File: src/common/capwin_params.svh
// offsets, field positions, reset values and constants of the capture window register bank
`ifndef CAPWIN_PARAMS_SVH
`define CAPWIN_PARAMS_SVH
`define CFG_LGI_OFFSET     6'h3c
`define CFG_BAR_OFFSET     6'h10
`define APP_HWIN_OFFSET    12'h000
`define APP_VWIN_OFFSET    12'h004
`define APP_CTRL_OFFSET    12'h008
`define LGI_MAX_LAT        8'h10
`define LGI_MIN_GNT        8'h02
`define LGI_INT_PIN        8'h01
`define LGI_LINE_RESET     8'h0a
`define WIN_EDGE_BIT       30
`define WIN_FIRST_MSB      19
`define WIN_FIRST_LSB      10
`define WIN_LAST_MSB       9
`define WIN_LAST_LSB       0
`define WIN_FIRST_RESET    10'h001
`define WIN_LAST_RESET     10'h3ff
`define WIN_RW_MASK        32'h400f_ffff
`define CTRL_CAPEN_BIT     0
`define CTRL_SNAP_BIT      1
`define CTRL_GRAB_BIT      2
`define CTRL_CODRD_BIT     3
`define CTRL_CRESET_BIT    4
`define CTRL_RW_MASK       32'h0000_001f
`define CTRL_RESET         32'h0000_0010
`define BAR_RW_MASK        32'hffff_f000
`endif

File: src/common/capwin_pkg.sv
// types shared by the capture window register bank
package capwin_pkg;
  typedef logic [31:0] word_t;
  typedef logic [9:0]  offset_t;
endpackage : capwin_pkg

File: src/rtl/capwin_edge_counter.sv
// sync edge detector and position counter for one axis
`timescale 1ns/1ps
`default_nettype none
module capwin_edge_counter
  import capwin_pkg::*;
#(
  parameter int WIDTH = 10
) (
  input  wire logic             i_clock,
  input  wire logic             i_rst,
  input  wire logic             i_sync,
  input  wire logic             i_falling,
  input  wire logic             i_step,
  output logic                  o_edge,
  output logic [WIDTH-1:0]      o_count
);
  logic [2:0]       sync_reg;
  logic [2:0]       sync_next;
  logic [WIDTH-1:0] count_reg;
  logic [WIDTH-1:0] count_next;
  logic             edge_hit;

  // ----------------------------------------------------------------
  // synchroniser, then edge pick on stages two and three only
  // ----------------------------------------------------------------
  always_comb begin
    sync_next = {sync_reg[1:0], i_sync};
    edge_hit  = i_falling ? (sync_reg[2] & ~sync_reg[1]) : (~sync_reg[2] & sync_reg[1]);
    count_next = count_reg;
    if (edge_hit) begin
      count_next = '0;
    end else if (i_step && count_reg != '1) begin
      // saturate so a missing sync never wraps back into the window
      count_next = count_reg + WIDTH'(1);
    end
  end

  always_ff @(posedge i_clock or posedge i_rst) begin
    if (i_rst) begin
      sync_reg  <= '0;
      count_reg <= '0;
    end else begin
      sync_reg  <= sync_next;
      count_reg <= count_next;
    end
  end

  assign o_edge  = edge_hit;
  assign o_count = count_reg;
endmodule : capwin_edge_counter
`default_nettype wire

File: src/rtl/capwin_regs.sv
// capture window register bank with configuration words and pixel window gate
`timescale 1ns/1ps
`default_nettype none
`include "capwin_params.svh"
module capwin_regs
  import capwin_pkg::*;
(
  input  wire logic        i_clock,
  input  wire logic        i_rst,
  input  wire logic        i_soft_rst,
  input  wire logic        i_cfg_sel,
  input  wire logic        i_mem_en,
  input  wire logic        i_req,
  input  wire logic        i_write,
  input  wire logic [31:0] i_addr,
  input  wire logic [3:0]  i_byte_en,
  input  wire logic [31:0] i_wdata,
  input  wire logic        i_hsync,
  input  wire logic        i_vsync,
  input  wire logic        i_pixel_valid,
  output logic             o_ack,
  output logic [31:0]      o_rdata,
  output logic             o_pixel_accept,
  output logic             o_capture_enable,
  output logic             o_compress_reset
);
  word_t      hwin_reg;
  word_t      hwin_next;
  word_t      vwin_reg;
  word_t      vwin_next;
  word_t      ctrl_reg;
  word_t      ctrl_next;
  word_t      bar_reg;
  word_t      bar_next;
  logic [7:0] line_reg;
  logic [7:0] line_next;
  logic       ack_reg;
  logic       ack_next;
  word_t      rdata_reg;
  word_t      rdata_next;
  logic       accept_reg;
  logic       accept_next;
  word_t      bmask;
  word_t      rd_word;
  logic       cfg_hit;
  logic       mem_hit;
  logic [11:0] app_off;
  logic       hedge;
  logic       vedge;
  offset_t    hcount;
  offset_t    vcount;
  logic       in_h;
  logic       in_v;

  // ----------------------------------------------------------------
  // position counters
  // ----------------------------------------------------------------
  capwin_edge_counter #(.WIDTH(10)) u_hcnt (
    .i_clock   (i_clock),
    .i_rst     (i_rst),
    .i_sync    (i_hsync),
    .i_falling (hwin_reg[`WIN_EDGE_BIT]),
    .i_step    (i_pixel_valid),
    .o_edge    (hedge),
    .o_count   (hcount)
  );

  capwin_edge_counter #(.WIDTH(10)) u_vcnt (
    .i_clock   (i_clock),
    .i_rst     (i_rst),
    .i_sync    (i_vsync),
    .i_falling (vwin_reg[`WIN_EDGE_BIT]),
    .i_step    (hedge),
    .o_edge    (vedge),
    .o_count   (vcount)
  );

  // ----------------------------------------------------------------
  // decode and next state
  // ----------------------------------------------------------------
  always_comb begin
    for (int b = 0; b < 4; b++) begin
      bmask[b*8 +: 8] = {8{i_byte_en[b]}};
    end
    app_off = i_addr[11:0];
    cfg_hit = i_req && i_cfg_sel;
    // only the top 20 address bits are compared, giving a 4k window
    mem_hit = i_req && !i_cfg_sel && i_mem_en
              && (i_addr[31:12] == bar_reg[31:12]);
    in_h = (hcount >= hwin_reg[`WIN_FIRST_MSB:`WIN_FIRST_LSB])
           && (hcount <= hwin_reg[`WIN_LAST_MSB:`WIN_LAST_LSB]);
    in_v = (vcount >= vwin_reg[`WIN_FIRST_MSB:`WIN_FIRST_LSB])
           && (vcount <= vwin_reg[`WIN_LAST_MSB:`WIN_LAST_LSB]);
    rd_word = '0;
    if (cfg_hit) begin
      unique case (i_addr[5:0])
        `CFG_LGI_OFFSET: rd_word = {`LGI_MAX_LAT, `LGI_MIN_GNT, `LGI_INT_PIN, line_reg};
        `CFG_BAR_OFFSET: rd_word = bar_reg;
        default:         rd_word = '0;
      endcase
    end else if (mem_hit) begin
      unique case (app_off)
        `APP_HWIN_OFFSET: rd_word = hwin_reg & `WIN_RW_MASK;
        `APP_VWIN_OFFSET: rd_word = vwin_reg & `WIN_RW_MASK;
        `APP_CTRL_OFFSET: rd_word = ctrl_reg & `CTRL_RW_MASK;
        default:          rd_word = '0;
      endcase
    end
    hwin_next = hwin_reg;
    vwin_next = vwin_reg;
    ctrl_next = ctrl_reg;
    bar_next  = bar_reg;
    line_next = line_reg;
    if (i_write && cfg_hit) begin
      if (i_addr[5:0] == `CFG_LGI_OFFSET && i_byte_en[0]) begin
        line_next = i_wdata[7:0];
      end
      if (i_addr[5:0] == `CFG_BAR_OFFSET) begin
        bar_next = ((bar_reg & ~bmask) | (i_wdata & bmask)) & `BAR_RW_MASK;
      end
    end
    if (i_write && mem_hit) begin
      // window fields are trusted to change only while capture is idle
      unique case (app_off)
        `APP_HWIN_OFFSET: hwin_next = ((hwin_reg & ~bmask) | (i_wdata & bmask)) & `WIN_RW_MASK;
        `APP_VWIN_OFFSET: vwin_next = ((vwin_reg & ~bmask) | (i_wdata & bmask)) & `WIN_RW_MASK;
        `APP_CTRL_OFFSET: ctrl_next = ((ctrl_reg & ~bmask) | (i_wdata & bmask)) & `CTRL_RW_MASK;
        default: ;
      endcase
    end
    if (i_soft_rst) begin
      ctrl_next = `CTRL_RESET;
      line_next = `LGI_LINE_RESET;
      hwin_next = {2'b00, 10'h000, `WIN_FIRST_RESET, `WIN_LAST_RESET};
      vwin_next = {2'b00, 10'h000, `WIN_FIRST_RESET, `WIN_LAST_RESET};
    end
    ack_next    = cfg_hit || mem_hit;
    rdata_next  = (!i_write) ? rd_word : '0;
    accept_next = i_pixel_valid && ctrl_reg[`CTRL_CAPEN_BIT] && in_h && in_v;
  end

  // ----------------------------------------------------------------
  // registers
  // ----------------------------------------------------------------
  always_ff @(posedge i_clock or posedge i_rst) begin
    if (i_rst) begin
      hwin_reg   <= {2'b00, 10'h000, `WIN_FIRST_RESET, `WIN_LAST_RESET};
      vwin_reg   <= {2'b00, 10'h000, `WIN_FIRST_RESET, `WIN_LAST_RESET};
      ctrl_reg   <= `CTRL_RESET;
      bar_reg    <= '0;
      line_reg   <= `LGI_LINE_RESET;
      ack_reg    <= 1'b0;
      rdata_reg  <= '0;
      accept_reg <= 1'b0;
    end else begin
      hwin_reg   <= hwin_next;
      vwin_reg   <= vwin_next;
      ctrl_reg   <= ctrl_next;
      bar_reg    <= bar_next;
      line_reg   <= line_next;
      ack_reg    <= ack_next;
      rdata_reg  <= rdata_next;
      accept_reg <= accept_next;
    end
  end

  assign o_ack            = ack_reg;
  assign o_rdata          = rdata_reg;
  assign o_pixel_accept   = accept_reg;
  assign o_capture_enable = ctrl_reg[`CTRL_CAPEN_BIT];
  assign o_compress_reset = ctrl_reg[`CTRL_CRESET_BIT];

  // ----------------------------------------------------------------
  // checks
  // ----------------------------------------------------------------
  chk_cfg_consts: assert property (@(posedge i_clock) disable iff (i_rst)
    (cfg_hit && !i_write && i_addr[5:0] == 6'h3c) |=> o_ack && o_rdata[31:8] == 24'h100201)
    else $error("latency grant pin bytes wrong");
  chk_min_grant: assert property (@(posedge i_clock) disable iff (i_rst)
    (cfg_hit && !i_write && i_addr[5:0] == 6'h3c) |=> o_rdata[23:16] == 8'h02)
    else $error("min grant byte wrong");
  chk_int_pin: assert property (@(posedge i_clock) disable iff (i_rst)
    (cfg_hit && !i_write && i_addr[5:0] == 6'h3c) |=> o_rdata[15:8] == 8'h01)
    else $error("interrupt pin byte wrong");
  chk_line_write: assert property (@(posedge i_clock) disable iff (i_rst)
    (cfg_hit && i_write && i_addr[5:0] == 6'h3c && i_byte_en[0] && !i_soft_rst)
    |=> line_reg == $past(i_wdata[7:0]))
    else $error("interrupt line not stored");
  chk_window_claim: assert property (@(posedge i_clock) disable iff (i_rst)
    (i_req && !i_cfg_sel && i_mem_en && i_addr[31:12] == bar_reg[31:12]) |=> o_ack)
    else $error("window access not acknowledged");
  chk_outside_quiet: assert property (@(posedge i_clock) disable iff (i_rst)
    (i_req && !i_cfg_sel && (!i_mem_en || i_addr[31:12] != bar_reg[31:12])) |=> !o_ack)
    else $error("access outside window acknowledged");
  chk_hole_zero: assert property (@(posedge i_clock) disable iff (i_rst)
    (mem_hit && !i_write && app_off > 12'h008) |=> o_rdata == 32'h0000_0000)
    else $error("unmapped read not zero");
  chk_byte_keep: assert property (@(posedge i_clock) disable iff (i_rst)
    (mem_hit && i_write && app_off == 12'h000 && !i_byte_en[1] && !i_soft_rst)
    |=> hwin_reg[15:8] == $past(hwin_reg[15:8]))
    else $error("disabled byte lane changed");
  chk_soft_reset: assert property (@(posedge i_clock) disable iff (i_rst)
    i_soft_rst |=> !o_capture_enable && o_compress_reset && !ctrl_reg[`CTRL_CODRD_BIT])
    else $error("soft reset state wrong");
  chk_accept_gate: assert property (@(posedge i_clock) disable iff (i_rst)
    (i_pixel_valid && ctrl_reg[`CTRL_CAPEN_BIT]
     && hcount >= hwin_reg[`WIN_FIRST_MSB:`WIN_FIRST_LSB] && hcount <= hwin_reg[`WIN_LAST_MSB:`WIN_LAST_LSB]
     && vcount >= vwin_reg[`WIN_FIRST_MSB:`WIN_FIRST_LSB] && vcount <= vwin_reg[`WIN_LAST_MSB:`WIN_LAST_LSB])
    |=> o_pixel_accept)
    else $error("pixel inside window dropped");
  chk_pixel_window: assert property (@(posedge i_clock) disable iff (i_rst)
    o_pixel_accept |-> $past(in_h && in_v && ctrl_reg[`CTRL_CAPEN_BIT] && i_pixel_valid))
    else $error("pixel accepted outside window");
endmodule : capwin_regs
`default_nettype wire

File: config.mk
export PLATFORM = sky130hd
export DESIGN_NAME = capwin_regs
export DESIGN_NICKNAME = d
export VERILOG_FILES = /design/src/common/capwin_pkg.sv /design/src/rtl/capwin_edge_counter.sv /design/src/rtl/capwin_regs.sv
export VERILOG_INCLUDE_DIRS = /design/src /design/src/common
export SDC_FILE = /design/constraint.sdc
export NUM_CORES = 1
export LEC_CHECK = 0
export BUFFER_PORTS_ARGS = -buffer_cell sky130_fd_sc_hd__clkbuf_2
export CORE_MARGIN = 2
export CORE_UTILIZATION = 45
export DETAILED_ROUTE_END_ITERATION = 10
export PLACE_DENSITY = 0.76
export SLEW_MARGIN = 20
export SYNTH_ARGS = -nofsm -noshare
export SYNTH_HDL_FRONTEND = slang
export SYNTH_SLANG_ARGS = --single-unit
File: constraint.sdc
create_clock -name i_clock -period 4.4 [get_ports i_clock]
set_input_delay 0.88 -clock i_clock [delete_from_list [all_inputs] [get_ports i_clock]]
set_output_delay 0.88 -clock i_clock [all_outputs]
set_load 0.01 [all_outputs]
-- Word level (Yosys, flattened, before mapping)
Index checks and enable logic that the tools add are counted.
- add/subtract/negate cells: 2
- order comparisons: 4
- eq/ne operators: 7
- muxes and demuxes: 23
- bitwise operators: 18
- reductions and logical operators: 30
- operators with widths (kind ; number):
    2-to-1 mux 31 bit ; 6
    2-to-1 mux 32 bit ; 3
    one-hot mux 31 bit (3 select lines) ; 1
    AND 32 bit ; 2
    one-hot mux 32 bit (2 select lines) ; 1
    AND 31 bit ; 2
    OR 31 bit ; 2
    2-to-1 mux 10 bit ; 4
    NOT 32 bit ; 1
    OR 32 bit ; 1
    2-to-1 mux 8 bit ; 3
    adder 10 x 1 -> 10 bit, second input constant ; 2
    == test 20 bit ; 1
    greater-or-equal comparator 10 bit ; 2
    <= comparator 10 bit ; 2
    inequality test 10 bit, second input constant ; 2
    nonzero test 2 bit ; 8
    2-to-1 mux 5 bit ; 3
    logical AND 1 bit ; 14
    == test 12 x 3 -> 1 bit, second input constant ; 1
    == test 12 x 4 -> 1 bit, second input constant ; 1
    logical NOT 12 bit ; 1
    AND reduction 2 bit ; 5
    == test 6 x 5 -> 1 bit, second input constant ; 1
    8 further kinds ; 15
- flip-flop bits (word level): 155
- input bits: 78
- output and inout port bits: 36
- word-level logic and storage cells: 96

-- Depth between registers and ports, before layout
- depth in word-level cells: 7
- mapped depth: 7
- gate-level depth less buffers: 7

-- Hierarchy
From an unflattened synthesis, not the netlist that was laid out.
- cells, all modules: 705
- area total of the unflattened synthesis: 7480.9 sq um
- modules (own cells, without submodules) (module ; instances ; cells each ; area an instance (sq um)):
    capwin_regs ; 1 ; 581 ; 6137.1
    capwin_edge_counter ; 2 ; 62 ; 671.9

-- Worst setup path before layout
Ideal clock, no wire load.
- path type: input to register
- start point: in i_addr[5]
- end point: reg hwin_reg[0]
- data arrival time: 2614 ps
- data required time: 4325 ps
- slack: 1711 ps
- cell stages on the path: 7
- path buffers: 2
- cells stage by stage: or4_4 -> buf_6 -> or3_4 -> nor3_1 -> and4_1 -> buf_6 -> mux2i_1
- word-level cells in the longest chain between the ends: 3
- ends and longest elaborated chain (element ; RTL line ; RTL):
    from (decl) ; capwin_regs.sv:15 ; input wire logic [31:0] i_addr,
    logical NOT 12 bit ; capwin_regs.sv:124 ; unique case (app_off)
    nonzero test 2 bit (no line) ; - ;
    AND reduction 2 bit (no line) ; - ;
    to (signal assigned) ; capwin_regs.sv:147 ; hwin_reg <= {2'b00, 10'h000, `WIN_FIRST_RESET, `WIN_LAST_RESET};
    to (signal assigned) ; capwin_regs.sv:156 ; hwin_reg <= hwin_next;
    to (decl) ; capwin_regs.sv:27 ; word_t hwin_reg;
No other way between the ends.
A chain may end at the register's enable or synchronous reset.

==> impl_summary.txt <==
----------------------------------------------------
[Layout]
  Proportion of layout cells with a drive suffix above 1 ... 25.9%
  Fin cells ... 1,055
  Growth of design area from synthesis to finish ... 18.6%
  Post-Route Utilization ... 54.0%
  Final #Nets ... 942
  Number of antenna cells inserted ... 0

[Logic synthesis]
  Number of register bits inferred by synthesis ... 135
  Number of flops mapped to enable cells by yosys ... 0
  Largest cells by area after synthesis ... sky130_fd_sc_hd__dfrtp_1 37%, sky130_fd_sc_hd__dfstp_2 8.8%, sky130_fd_sc_hd__mux2i_1 7.5%
  Seq/Total Area, Yosys ... 45.8%
  Ys async rst share ... 100%
  Number of warnings reported in the yosys synthesis log ... 0
  Synth Net Count ... 833
  Proportion of netlist area held by the largest area contributor ... 37.0%
  Top cells by count, synth ... 110 x sky130_fd_sc_hd__dfrtp_1, 70 x sky130_fd_sc_hd__nor2_1, 56 x sky130_fd_sc_hd__mux2i_1, 47 x sky130_fd_sc_hd__nand2b_1, 44 x sky130_fd_sc_hd__inv_1
  Most instantiated library cell after synthesis ... sky130_fd_sc_hd__dfrtp_1
  Primary FF master, synth ... sky130_fd_sc_hd__dfrtp_1
  Cells after synthesis ... 713
  Area of the mapped netlist ... 7440 um^2
  Cell accounting for the most synthesized area ... sky130_fd_sc_hd__dfrtp_1
  Unique cell type count in the Yosys netlist ... 58
  Mean cell area of the mapped netlist ... 10.4 um^2

[Clock network]
  Clock network latency to the later pin of the worst-skew pair ... 0.42 ns
  Setup fix buffers added after clock tree synthesis ... 0
  Maximum level of the CTS H-tree ... 4
  Largest buffer count on any clock path ... 2
  Clock edge transition at the registers on the reported setup and hold paths ... 0.06 ns
  Number of buffers created by CTS ... 17
  Post-CTS Resized ... 0
  Number of clock sinks seen by CTS ... 135
  CTS tree ... built
  Library cell used as clock root buffer ... sky130_fd_sc_hd__clkbuf_16
  Post-cts hold buffer count ... 0

[Timing]
  Final worst-path cycle share ... 66.1%
  Final-report hold violation count ... 0
  Final count of pins violating max slew ... 0
  RSZ-0062 raised after global routing ... false
  Final sum of negative setup slack ... 0 ns
  Final setup vio count ... 0
  Final Skew ... 0.00642 ns
  Fmax ... 344 MHz
  Actual slew at the worst max-slew pin ... 0.980 ns
  Worst slew margin ... 34.2%
  Final critical-path required period ... 2.91 ns

[Drt]
  Wirelength per Cell ... 18.0 um
  Iteration-0 DRC Markers ... 390
  Overall via count from detail_route ... 5,822
  Antenna violation net count after detailed routing ... 0
  Final wirelength ... 18,900 um
  Remaining design rule violation count ... 0
  Vias per std cell ... 5.52
  TritonRoute pass-1 iters ... 6

[Pwr]
  Power density relative to cell area ... 344 nW/um^2
  Leak Pwr ... 4.29 nW
  Post-layout total power ... 3.03 mW
  Max VDD drop ... 0.272 mV

[Die]
  Vertical die dimension ... 133 um
  Count of pins on the block boundary ... 114
  Core area ... 16,300 um^2
  Initial core utilization ... 45.5%
  Number of rows created at floorplan ... 47
  Die W ... 133 um
  Die Footprint ... 17,600 um^2

[Worst setup path]
  Slowest cell on the critical path ... sky130_fd_sc_hd__nor2_1
  Top delay family on crit path ... simple AND/OR/NAND/NOR gates
  Launching instance or port of the critical path ... i_addr[3]
  Capturing element type of the critical path ... flop
  CP Cell Sequence ... clkbuf_2, nor3_1, nand3_1, nor2_1, nand3_1, mux2_2
  Worst endpoint data arrival time ... 3.22 ns
  Worst endpoint required time ... 4.71 ns
  Largest fanout on the critical path ... 11
  Critical Path Source Type ... input pin
  Cell repeated most along the worst path ... sky130_fd_sc_hd__nand3_1
  CP bufs+invs ... 1
  Crit Path Category ... in -> reg
  Stage delay of the slowest cell on the critical path ... 0.70 ns

[Worst hold path]
  Path type of the worst min-delay path ... reg -> reg
  Startpoint of the lowest-slack hold path ... u_vcnt.sync_reg[0]$_DFF_PP0_

[Place]
  Cell count after placement ... 1,023
  Placer congestion estimate ... 0.878
  Count of buffers from port buffering ... 113
  Placed wire-length estimate ... 13,800 um

[GRT]
  Number of global-route vias before repair ... 6,077
  Global-route wire length before repair ... 31,100 um
  Number of antenna violations at the first check in global routing ... 0
  Final global-route overflow total ... 0
  Global-route usage over all layers ... 22.4%
  Maximum number of pins on one net before global-route repair ... 68

[Job]
  Max-Cap Viols ... 0

[Status]
  Run status ... finished clean

----------------------------------------------------
[path summary, 6_finish.rpt]
path | end | slack, ns | cells after the start
max | flop | 1.49 | 6
min | u_vcnt.sync_reg[1]$_DFF_PP0_ | 0.35 | 0
max reg2reg | o_rdata[14]$_DFF_PP0_ | 1.93 | 6
min reg2reg | u_vcnt.sync_reg[1]$_DFF_PP0_ | 0.35 | 0
max in group asynchronous | vwin_reg[6]$_DFFE_PP1P_ | 2.87 | 3
min in group asynchronous | o_rdata[26]$_DFF_PP0_ | 0.56 | 2
[cell usage in the layout (no fill, tap or decap), drive strengths merged, types with 2 or more instances in the layout]
cell type / n
or2: 4
xor2: 13
and4: 8
and2: 11
clkinvlp: 3
clkinv: 7
or4: 4
o41ai: 2
nand2: 32
nor2: 70
a2111oi: 3
and3: 13
a31oi: 2
o22ai: 2
a21oi: 16
a21o: 5
or3: 4
nand3: 12
buf: 9
nor2b: 3
xnor2: 21
ha: 42
dfstp: 25
dfrtp: 110
a31o: 3
nand4: 25
bufinv: 3
a22oi: 3
a211oi: 24
a211o: 2
mux2: 20
clkbuf: 130
nor4: 6
inv: 46
nand2b: 47
nand4b: 3
nor3: 13
mux2i: 56
a221oi: 13
o21ai: 11
[metal layers]
layer	part of all wire, %	global-route usage [%]
met4	2.0	7.47
met3	5.7	5.98
met2	48	36.9
met5	0	0
met1	45	28.8
[worst reg2reg max path, stage by stage (launching register included)]
cell and delay (ns):
sky130_fd_sc_hd__dfrtp_1 0.41, sky130_fd_sc_hd__xnor2_1 0.19, sky130_fd_sc_hd__nand4_1 0.13, sky130_fd_sc_hd__nor4_2 0.18, sky130_fd_sc_hd__buf_4 0.26, sky130_fd_sc_hd__nand3_1 0.63, sky130_fd_sc_hd__a211oi_1 0.54
[through the flow]
| step | area, um^2 | worst slack, ns | hold slack [ns] |
|---|---|---|---|
| after global placement | 8220 | 1.20 | 0.337 |
| after global routing | 8820 | 1.33 | 0.369 |
| after floorplan | 7440 | 1.71 | 0.331 |
| final | 8820 | 1.49 | 0.350 |
| after detailed placement | 8220 | 1.19 | 0.338 |
| after CTS | 8820 | 1.58 | 0.352 |
[area by class of cell]
| type | count | area (um^2) |
|---|---|---|
| Clock buffer | 17 | 425 |
| Tap cell | 220 | 275 |
| Multi-Input combinational cell | 502 | 3720 |
| Clock inverter | 15 | 178 |
| Timing Repair Buffer | 122 | 646 |
| Inverter | 44 | 169 |
| Sequential cell | 135 | 3410 |
| Fill cell | 1431 | 7530 |
[kinds of logic (layout without fill, tap and decap cells)]
kind of cell | after synthesis | in the layout | synth area share (%)
compound gates | 93 | 93 | 9.01
xor+xnor | 34 | 34 | 4.00
fa+ha+maj | 42 | 42 | 7.06
buf+inv | 76 | 198 | 4.25
flops | 135 | 135 | 45.8
mux | 76 | 76 | 10.6
simple gates | 257 | 257 | 19.3
[power by group]
group | switching, mW | total [mW] | internal [mW]
Combinational | 0.154 | 0.273 | 0.118
Sequential | 0.0315 | 1.30 | 1.27
Clock | 0.567 | 1.46 | 0.893
Total | 0.753 | 3.03 | 2.28
Power figures use the tool's default switching activity.
